<file path="src/shared/upl_pkg.sv">
// Overview of operation
// - parity bit placed in msb when enabled
// - parity type zero even, one odd
// - loop clear uses pin; source zero loopback_select
// - loop and source set: single wire
// - edge flag on polarity selected edge
// - edge flag cleared by writing one
// - mismatch flag when sample differs from sent
// - mismatch flag cleared by writing one
// - record sampled level on mismatch
// - break flag when enabled break received
// - each flag interrupts only when enabled
// - infrared enable turns modulator on
// - narrow pulse code is stored and read back only, no pulse width logic uses it
// - mismatch mode off, tick 9, tick 13
// - break detector enable bit
// - alternate map only when select bit set
// - normal map visible when select clear
package upl_pkg;
  localparam int ADDR_W = 12;
  // register indices, byte address is four times the index
  localparam logic [ADDR_W-1:0] IDX_ALT_STATUS = 12'h000;
  localparam logic [ADDR_W-1:0] IDX_ALT_IRQ_EN = 12'h001;
  localparam logic [ADDR_W-1:0] IDX_ALT_IR_CTRL = 12'h002;
  localparam logic [ADDR_W-1:0] IDX_FRAME_CTRL = 12'h002;
  localparam logic [ADDR_W-1:0] IDX_MAP_CTRL = 12'h010;
  localparam logic [ADDR_W-1:0] IDX_TX_CTRL = 12'h011;
  localparam logic [ADDR_W-1:0] IDX_LINE_STAT = 12'h012;
  // alt status / irq enable fields
  localparam int B_EDGE = 7;
  localparam int B_MISV = 2;
  localparam int B_MIS = 1;
  localparam int B_BRK = 0;
  // infrared / error control fields
  localparam int B_IR = 7;
  localparam int B_NP_LO = 5;
  localparam int B_MM_LO = 1;
  localparam int B_BKON = 0;
  // frame control fields
  localparam int B_LOOP = 7;
  localparam int B_SRC = 5;
  localparam int B_PAR = 1;
  localparam int B_ODD = 0;
  // map and tx control fields
  localparam int B_MAP = 0;
  localparam int B_POL = 1;
  localparam int B_TXGO = 0;
  localparam logic [1:0] MM_OFF = 2'h0;
  localparam logic [1:0] MM_T9 = 2'h1;
  localparam logic [1:0] MM_T13 = 2'h2;
  localparam logic [3:0] TICK_9 = 4'h8;
  localparam logic [3:0] TICK_13 = 4'hc;
  localparam int TICKS_PER_BIT = 16;
  localparam logic [7:0] REG_RST = 8'h00;
  localparam int BRK_BITS = 10;
  localparam logic [15:0] DIV_RST = 16'h0008;
endpackage

</file>
<file path="src/hdl/upl_core.sv">
`timescale 1ns/1ps
module upl_core (
  input wire logic clk_sys,
  input wire logic rst,
  input wire logic psel,
  input wire logic penable,
  input wire logic pwrite,
  input wire logic [upl_pkg::ADDR_W+1:0] paddr,
  input wire logic [31:0] pwdata,
  output logic [31:0] prdata,
  output logic pready,
  output logic pslverr,
  input wire logic rx_pin,
  output logic tx_pin,
  output logic tx_pin_oe,
  output logic ir_on,
  output logic irq
);
  import upl_pkg::*;

  typedef enum logic [1:0] {
    UPL_IDLE = 2'b00,
    UPL_START = 2'b01,
    UPL_DATA = 2'b10,
    UPL_STOP = 2'b11
  } upl_tx_e;

  logic [7:0] alt_stat_reg, alt_stat_next;
  logic [7:0] alt_ien_reg, alt_ien_next;
  logic [7:0] alt_ir_reg, alt_ir_next;
  logic [7:0] frame_reg, frame_next;
  logic map_reg, map_next;
  logic pol_reg, pol_next;
  logic [7:0] txd_reg, txd_next;
  logic txgo_reg, txgo_next;
  logic [31:0] prdata_reg, prdata_next;
  logic pready_reg, pready_next;
  logic pslverr_reg, pslverr_next;
  logic [2:0] rx_sync_reg;
  logic rx_prev_reg, rx_prev_next;
  logic [15:0] div_reg, div_next;
  logic [3:0] tick_reg, tick_next;
  logic [3:0] bitn_reg, bitn_next;
  upl_tx_e st_reg, st_next;
  logic [8:0] sh_reg, sh_next;
  logic txo_reg, txo_next;
  logic oe_reg, oe_next;
  logic irq_reg, irq_next;
  logic ir_reg;
  logic [7:0] low_cnt_reg, low_cnt_next;
  logic brk_armed_reg, brk_armed_next;

  logic rx_pin_clean, rx_in, tick_en, sample_en, edge_ev, mis_ev, brk_ev;
  logic acc, wr, rd, hit;
  logic [ADDR_W-1:0] idx;
  logic [3:0] nbits;
  logic par_bit;

  // pin input: three flops, change accepted when the last two agree
  always_ff @(posedge clk_sys) begin
    if (rst) begin
      rx_sync_reg <= 3'h7;
    end else begin
      rx_sync_reg <= {rx_sync_reg[1:0], rx_pin};
    end
  end

  always_comb begin
    rx_pin_clean = rx_prev_reg;
    if (rx_sync_reg[2] == rx_sync_reg[1]) begin
      rx_pin_clean = rx_sync_reg[2];
    end
  end

  // receiver input routing
  always_comb begin
    rx_in = rx_pin_clean;
    if (frame_reg[B_LOOP]) begin
      rx_in = frame_reg[B_SRC] ? tx_pin : txo_reg;
    end
  end

  // receiver tick: sixteen per bit from the divider
  always_comb begin
    tick_en = (div_reg == 16'h0000);
    div_next = tick_en ? DIV_RST : div_reg - 16'h0001;
  end

  // apb decode, word index from byte address
  always_comb begin
    idx = paddr[ADDR_W+1:2];
    acc = psel && penable && !pready_reg;
    wr = acc && pwrite;
    rd = acc && !pwrite;
    hit = (idx == IDX_MAP_CTRL) || (idx == IDX_TX_CTRL) || (idx == IDX_LINE_STAT)
      || (map_reg && (idx == IDX_ALT_STATUS || idx == IDX_ALT_IRQ_EN
      || idx == IDX_ALT_IR_CTRL))
      || (!map_reg && idx == IDX_FRAME_CTRL);
  end

  // edge, mismatch and break events
  always_comb begin
    edge_ev = (rx_prev_reg != rx_in) && (rx_in == pol_reg);
    sample_en = tick_en && (st_reg != UPL_IDLE) &&
      ((alt_ir_reg[B_MM_LO+:2] == MM_T9 && tick_reg == TICK_9) ||
       (alt_ir_reg[B_MM_LO+:2] == MM_T13 && tick_reg == TICK_13));
    mis_ev = sample_en && (rx_in != txo_reg);
    // break: rx low for ten whole bit times counted in ticks, free of tick phase
    brk_ev = alt_ir_reg[B_BKON] && brk_armed_reg && tick_en && !rx_in
      && low_cnt_reg == 8'(BRK_BITS * TICKS_PER_BIT - 1);
  end

  always_comb begin
    low_cnt_next = low_cnt_reg;
    brk_armed_next = brk_armed_reg;
    if (rx_in) begin
      low_cnt_next = 8'h00;
      brk_armed_next = 1'b1;
    end else if (tick_en && low_cnt_reg != 8'hff) begin
      low_cnt_next = low_cnt_reg + 8'h01;
      if (brk_ev) begin
        brk_armed_next = 1'b0;
      end
    end
  end

  // transmitter with parity in msb
  always_comb begin
    nbits = 4'h8;
    par_bit = (^txd_reg[6:0]) ^ frame_reg[B_ODD];
    st_next = st_reg;
    sh_next = sh_reg;
    txo_next = txo_reg;
    oe_next = oe_reg;
    tick_next = tick_reg;
    bitn_next = bitn_reg;
    txgo_next = txgo_reg;
    if (tick_en) begin
      tick_next = tick_reg + 4'h1;
    end
    case (st_reg)
      UPL_IDLE: begin
        txo_next = 1'b1;
        oe_next = 1'b1;
        if (txgo_reg && tick_en) begin
          // parity takes the place of the character's msb
          sh_next = {1'b0, frame_reg[B_PAR] ? {par_bit, txd_reg[6:0]} : txd_reg};
          st_next = UPL_START;
          txo_next = 1'b0;
          tick_next = 4'h0;
          txgo_next = 1'b0;
        end
      end
      UPL_START: begin
        if (tick_en && tick_reg == 4'hf) begin
          st_next = UPL_DATA;
          txo_next = sh_reg[0];
          sh_next = {1'b0, sh_reg[8:1]};
          bitn_next = 4'h1;
        end
      end
      UPL_DATA: begin
        if (tick_en && tick_reg == 4'hf) begin
          if (bitn_reg == nbits) begin
            st_next = UPL_STOP;
            txo_next = 1'b1;
          end else begin
            txo_next = sh_reg[0];
            sh_next = {1'b0, sh_reg[8:1]};
            bitn_next = bitn_reg + 4'h1;
          end
        end
      end
      UPL_STOP: begin
        if (tick_en && tick_reg == 4'hf) begin
          st_next = UPL_IDLE;
        end
      end
      default: begin
        st_next = UPL_IDLE;
      end
    endcase
    if (frame_reg[B_LOOP] && !frame_reg[B_SRC]) begin
      oe_next = 1'b1;
    end
    if (wr && idx == IDX_TX_CTRL && pwdata[B_TXGO]) begin
      txgo_next = 1'b1;
    end
  end

  // register file
  always_comb begin
    alt_stat_next = alt_stat_reg;
    alt_ien_next = alt_ien_reg;
    alt_ir_next = alt_ir_reg;
    frame_next = frame_reg;
    map_next = map_reg;
    pol_next = pol_reg;
    txd_next = txd_reg;
    prdata_next = prdata_reg;
    pready_next = acc;
    pslverr_next = acc && !hit;
    if (wr && map_reg && idx == IDX_ALT_STATUS) begin
      alt_stat_next[B_EDGE] = alt_stat_reg[B_EDGE] & ~pwdata[B_EDGE];
      alt_stat_next[B_MIS] = alt_stat_reg[B_MIS] & ~pwdata[B_MIS];
      alt_stat_next[B_BRK] = alt_stat_reg[B_BRK] & ~pwdata[B_BRK];
    end
    if (wr && map_reg && idx == IDX_ALT_IRQ_EN) begin
      alt_ien_next = pwdata[7:0] & 8'h83;
    end
    if (wr && map_reg && idx == IDX_ALT_IR_CTRL) begin
      alt_ir_next = pwdata[7:0] & 8'he7;
    end
    if (wr && !map_reg && idx == IDX_FRAME_CTRL) begin
      frame_next = pwdata[7:0] & 8'ha3;
    end
    if (wr && idx == IDX_MAP_CTRL) begin
      map_next = pwdata[B_MAP];
      pol_next = pwdata[B_POL];
    end
    if (wr && idx == IDX_TX_CTRL && pwdata[B_TXGO]) begin
      txd_next = pwdata[15:8];
    end
    // set wins over clear
    if (edge_ev) begin
      alt_stat_next[B_EDGE] = 1'b1;
    end
    if (mis_ev) begin
      alt_stat_next[B_MIS] = 1'b1;
      alt_stat_next[B_MISV] = rx_in;
    end
    if (brk_ev) begin
      alt_stat_next[B_BRK] = 1'b1;
    end
    if (rd) begin
      prdata_next = 32'h0000_0000;
      if (map_reg && idx == IDX_ALT_STATUS) begin
        prdata_next[7:0] = alt_stat_reg;
      end else if (map_reg && idx == IDX_ALT_IRQ_EN) begin
        prdata_next[7:0] = alt_ien_reg;
      end else if (map_reg && idx == IDX_ALT_IR_CTRL) begin
        prdata_next[7:0] = alt_ir_reg;
      end else if (!map_reg && idx == IDX_FRAME_CTRL) begin
        prdata_next[7:0] = frame_reg;
      end else if (idx == IDX_MAP_CTRL) begin
        prdata_next[1:0] = {pol_reg, map_reg};
      end else if (idx == IDX_TX_CTRL) begin
        prdata_next[15:0] = {txd_reg, 7'h00, txgo_reg};
      end else if (idx == IDX_LINE_STAT) begin
        prdata_next[3:0] = {rx_in, txo_reg, st_reg};
      end
    end
    irq_next = |(alt_stat_next & alt_ien_next & 8'h83);
  end

  always_ff @(posedge clk_sys) begin
    if (rst) begin
      alt_stat_reg <= REG_RST;
      alt_ien_reg <= REG_RST;
      alt_ir_reg <= REG_RST;
      frame_reg <= REG_RST;
      map_reg <= 1'b0;
      pol_reg <= 1'b0;
      txd_reg <= REG_RST;
      txgo_reg <= 1'b0;
      prdata_reg <= 32'h0000_0000;
      pready_reg <= 1'b0;
      pslverr_reg <= 1'b0;
      rx_prev_reg <= 1'b1;
      div_reg <= DIV_RST;
      tick_reg <= 4'h0;
      bitn_reg <= 4'h0;
      st_reg <= UPL_IDLE;
      sh_reg <= 9'h000;
      txo_reg <= 1'b1;
      oe_reg <= 1'b0;
      irq_reg <= 1'b0;
      ir_reg <= 1'b0;
      low_cnt_reg <= 8'h00;
      brk_armed_reg <= 1'b0;
    end else begin
      alt_stat_reg <= alt_stat_next;
      alt_ien_reg <= alt_ien_next;
      alt_ir_reg <= alt_ir_next;
      frame_reg <= frame_next;
      map_reg <= map_next;
      pol_reg <= pol_next;
      txd_reg <= txd_next;
      txgo_reg <= txgo_next;
      prdata_reg <= prdata_next;
      pready_reg <= pready_next;
      pslverr_reg <= pslverr_next;
      rx_prev_reg <= rx_in;
      div_reg <= div_next;
      tick_reg <= tick_next;
      bitn_reg <= bitn_next;
      st_reg <= st_next;
      sh_reg <= sh_next;
      txo_reg <= txo_next;
      oe_reg <= oe_next;
      irq_reg <= irq_next;
      ir_reg <= alt_ir_next[B_IR];
      low_cnt_reg <= low_cnt_next;
      brk_armed_reg <= brk_armed_next;
    end
  end

  assign prdata = prdata_reg;
  assign pready = pready_reg;
  assign pslverr = pslverr_reg;
  assign tx_pin = txo_reg;
  assign tx_pin_oe = oe_reg;
  assign ir_on = ir_reg;
  assign irq = irq_reg;

  property p_edge_set;
    @(posedge clk_sys) disable iff (rst) edge_ev |=> alt_stat_reg[B_EDGE];
  endproperty
  a_edge_set: assert property (p_edge_set) else $error("edge flag not set");

  property p_edge_hold;
    @(posedge clk_sys) disable iff (rst)
      alt_stat_reg[B_EDGE] && !(wr && map_reg && idx == IDX_ALT_STATUS && pwdata[B_EDGE])
      |=> alt_stat_reg[B_EDGE];
  endproperty
  a_edge_hold: assert property (p_edge_hold) else $error("edge flag lost");

  property p_mis_set;
    @(posedge clk_sys) disable iff (rst) mis_ev |=> alt_stat_reg[B_MIS]
      && alt_stat_reg[B_MISV] == $past(rx_in);
  endproperty
  a_mis_set: assert property (p_mis_set) else $error("mismatch not recorded");

  property p_mis_off;
    @(posedge clk_sys) disable iff (rst)
      alt_ir_reg[B_MM_LO+:2] == MM_OFF |-> !mis_ev;
  endproperty
  a_mis_off: assert property (p_mis_off) else $error("mismatch while off");

  property p_brk_off;
    @(posedge clk_sys) disable iff (rst) !alt_ir_reg[B_BKON] |-> !brk_ev;
  endproperty
  a_brk_off: assert property (p_brk_off) else $error("break while off");

  property p_irq;
    @(posedge clk_sys) disable iff (rst)
      irq == |(alt_stat_reg & alt_ien_reg & 8'h83);
  endproperty
  a_irq: assert property (p_irq) else $error("irq mismatch");

  property p_loop;
    @(posedge clk_sys) disable iff (rst)
      frame_reg[B_LOOP] && !frame_reg[B_SRC] |-> rx_in == txo_reg;
  endproperty
  a_loop: assert property (p_loop) else $error("loop routing wrong");

  property p_map;
    @(posedge clk_sys) disable iff (rst)
      wr && !map_reg && idx == IDX_ALT_IRQ_EN |=> $stable(alt_ien_reg);
  endproperty
  a_map: assert property (p_map) else $error("alt reg written in normal map");
endmodule

</file>
<file path="config.mk">
export PLATFORM = sky130hd
export DESIGN_NAME = upl_core
export DESIGN_NICKNAME = d
export VERILOG_FILES = /design/src/shared/upl_pkg.sv /design/src/hdl/upl_core.sv
export SDC_FILE = /design/constraint.sdc
export NUM_CORES = 1
export LEC_CHECK = 0
export BUFFER_PORTS_ARGS = -buffer_cell sky130_fd_sc_hd__clkbuf_2
export CAP_MARGIN = 20
export CELL_PAD_IN_SITES_DETAIL_PLACEMENT = 0
export CELL_PAD_IN_SITES_GLOBAL_PLACEMENT = 1
export CORE_ASPECT_RATIO = 1.25
export CORE_MARGIN = 2
export CORE_UTILIZATION = 37
export CTS_CLUSTER_DIAMETER = 30
export DETAILED_ROUTE_END_ITERATION = 8
export GPL_TIMING_DRIVEN = 0
export PLACE_DENSITY = 0.79
export SLEW_MARGIN = 20
export SYNTH_ARGS = -nofsm -noshare
export SYNTH_HDL_FRONTEND = slang
export SYNTH_SLANG_ARGS = --single-unit
</file>
<file path="constraint.sdc">
create_clock -name clk_sys -period 2 [get_ports clk_sys]
set_input_delay 0.1 -clock clk_sys [delete_from_list [all_inputs] [get_ports clk_sys]]
set_output_delay 0.1 -clock clk_sys [all_outputs]
set_load 0.03 [all_outputs]
</file>
==> impl_metrics.yaml <==
clock_tree:
  cts_tree: "built"
  numCtsBuffers: 9
  clk_latency_ps: 350
  cts.htree.levels: 3
  clock_sinks: 96
  cts-root-buf: "clkbuf_16"
  path_clk_slew_ps: 70
  cts_max_path_buffers: 2
logic_synthesis:
  ys.warnings.count: 0
  syn_area_um2: 4760
  synth_ff_type: "dfxtp_1"
  seq_area_frac_synth_pct: 40.3
  ys_top_cells_by_area: "dfxtp_1 (40%), mux2i_1 (7.1%), nor2_1 (5.4%)"
  syn_avg_cell_area_um2: 8.68
  yosysTopAreaCell: "dfxtp_1"
  synth_top_area_share_pct: 40.3
  yosys_register_bits: 96
  synth-edff-count: 0
  async_reset_ff_share_pct: 0
  syn_inst: 549
  ys_types: 63
worst_setup_path:
  slowest_stage: "a211o_4"
  required_ps: 2240
  end_kind: "flop"
  cpPeakStageDelay_ps: 380
  path_buf_inv: 1
  crit_fanout: 3
  cp-start-kind: "flop"
  cp_top_family: "simple AND/OR/NAND/NOR gates"
  worstPathCellList: "nor4_4 -> buf_4 -> nand4_1 -> or3_4 -> a211o_4 -> mux2_4"
  cp.arrival_ps: 2300
  criticalPathCategory: "flop to flop"
timing:
  min_period_ps: 2060
  finalCritPeriodShare_pct: 103
  drv_slew: 0
  max_clock_freq_mhz: 485
  slew_headroom_pct: 48.2
  hold_slack_ps: 2.06
  tightest_slew_ps: 770
  rsz0062_at_grt: "yes"
  fin_ws_ps: -61.3
  fin_worst_skew_ps: 7.52
  setup_violations: 9
  hold_viol: 0
die:
  initial_core_util_pct: 37.8
  io_pins: 90
  die_area_um2: 13800
  row_count: 46
  core_um2: 12600
  die_w_um: 105
  die_h_um: 131
pwr:
  finalPower_w: 0.00493
  p_leak_nw: 2.40
  power.density_nw_per_um2: 840
  vdd_drop_max_mv: 0.610
cells_and_area:
  regArea_um2: 1940
  drive_above_1_share_pct: 22.3
  largest_reg_flops: 16
  utilization_pct: 46.6
  multi_input_area_um2: 2700
  syn_to_final_growth_pct: 23.3
  final_cell_mix: "dfxtp_1 (88), nor2_1 (68), clkbuf_2 (56)"
  num-fill-cells: 1214
  antenna_cells: 0
  nets: 706
  final_common_cell: "dfxtp_1"
  fin_cells: 815
route:
  first_iter_violations: 170
  wire_per_inst_um: 14.8
  drtPass1Iterations: 5
  drt_wl_total_um: 12100
  ant_nets: 0
  drc_errors: 0
  num_vias: 4187
  via_per_inst: 5.14
place:
  place_congestion: 0.885
  pre_cts_slack_ps: -321
  dp_cells: 785
  hpwl_um: 9040
  io_buffers: 52
grt:
  grt_pass1_vias: 4135
  antenna_found_initial: 0
  grt_pass1_wl_um: 19900
  grt_max_degree: 19
  grt_use_total_pct: 17.9
  gr-total-overflow: 0
run:
  max_cap_violations: 0
outcome:
  violations: "negative setup slack"
  status: "complete, but fails checks"
min_path:
  hold_class: "input port to flop"
## layer usage
metal | vias up | global-route usage (%) | share of wire (%)
met5 | - | 0 | 0
met4 | 0 | 7.53 | 2.5
met3 | 21 | 3.08 | 4.5
met2 | 108 | 33.7 | 52
met1 | 1968 | 20.0 | 41
li1 | 2090 | - | -
## cells in the mapped netlist (4+ instances only)
library cell and instances:
mux2_2 5, nor4_1 7, buf_4 17, nor2b_1 6, xor2_1 12, and3_1 4, mux2i_1 34, and2_1 7
or4_1 4, o31ai_1 4, ha_1 12, o211ai_1 9, nand2_1 43, nor3_1 7, dfxtp_1 96, or2_2 6
o21ai_0 18, clkbuf_1 25, inv_1 15, xnor2_1 12, a22oi_1 9, nor2_1 69, nand2b_1 14, nand4_1 16
or3_1 5, nand3_1 13, a21oi_1 28, nor3b_1 4
## area by class of cell
| type | instances | share of cell area (%) |
|---|---|---|
| plain buffers | 39 | 3.86 |
| clock buffers | 9 | 3.84 |
| clock inverters | 7 | 1.09 |
| inverters | 15 | 0.959 |
| multi-input cells | 409 | 46.0 |
| flip-flops and latches | 96 | 33.0 |
| well taps | 168 | 3.58 |
| repair buffers | 72 | 7.63 |
## path summary, 6_finish.rpt
path                            slack [ps]                 startpoint  cells after the start                   endpoint
worst max-delay path                   -60      div_reg[4]$_SDFF_PP0_                      6     sh_reg[7]$_SDFFE_PP0P_
worst min register to register         410  rx_sync_reg[0]$_SDFF_PP1_                      1  rx_sync_reg[1]$_SDFF_PP1_
worst max register to register         -60      div_reg[4]$_SDFF_PP0_                      6     sh_reg[7]$_SDFFE_PP0P_
worst min-delay path                     2                  pwdata[8]                      3    txd_reg[0]$_SDFFE_PP0P_
## kinds of logic after synthesis
kind of cell             count (synthesis)  synth area share, %
AND/OR/NAND/NOR                        222                 24.3
flip-flops                              96                 40.3
AO/OA/AOI/OAI                           93                 12.6
buffers and inverters                   60                 6.28
multiplexers                            40                 8.64
XOR/XNOR                                24                 4.41
adder cells (fa/ha/maj)                 13                 3.36
other                                    1               0.0787
## power by group
part           internal, W  switching, W
Combinational     0.000477      0.000565
Sequential         0.00205      0.000162
Clock             0.000872      0.000809
Total              0.00340       0.00154
## through the flow
stage          cell area [um^2]  setup TNS, ps
3_5_place_dp               5320          -8990
3_3_place_gp               5320          -6730
2_1_floorplan              4850              0
6_report                   5870           -193
5_1_grt                    5870           -917
4_1_cts                    5800           -736
## worst reg2reg max path, delay by kind of cell (launching register included)
family                 cells  cell delay [ps]
multiplexers               1              300
AND/OR/NAND/NOR            3              770
buffers and inverters      1              150
flip-flops                 1              350
AO/OA/AOI/OAI              1              380
## timing repair
action / in CTS / in global routing
resized for setup: 13 / 28
pin swaps: 4 / 7
hold buffers: 10 / 0
buffers inserted: 7 / 3
endpoints found under the setup margin: 39 / 49
endpoints found under the hold margin: 10 / 0
No activity file was read; power rests on OpenSTA's default activity.
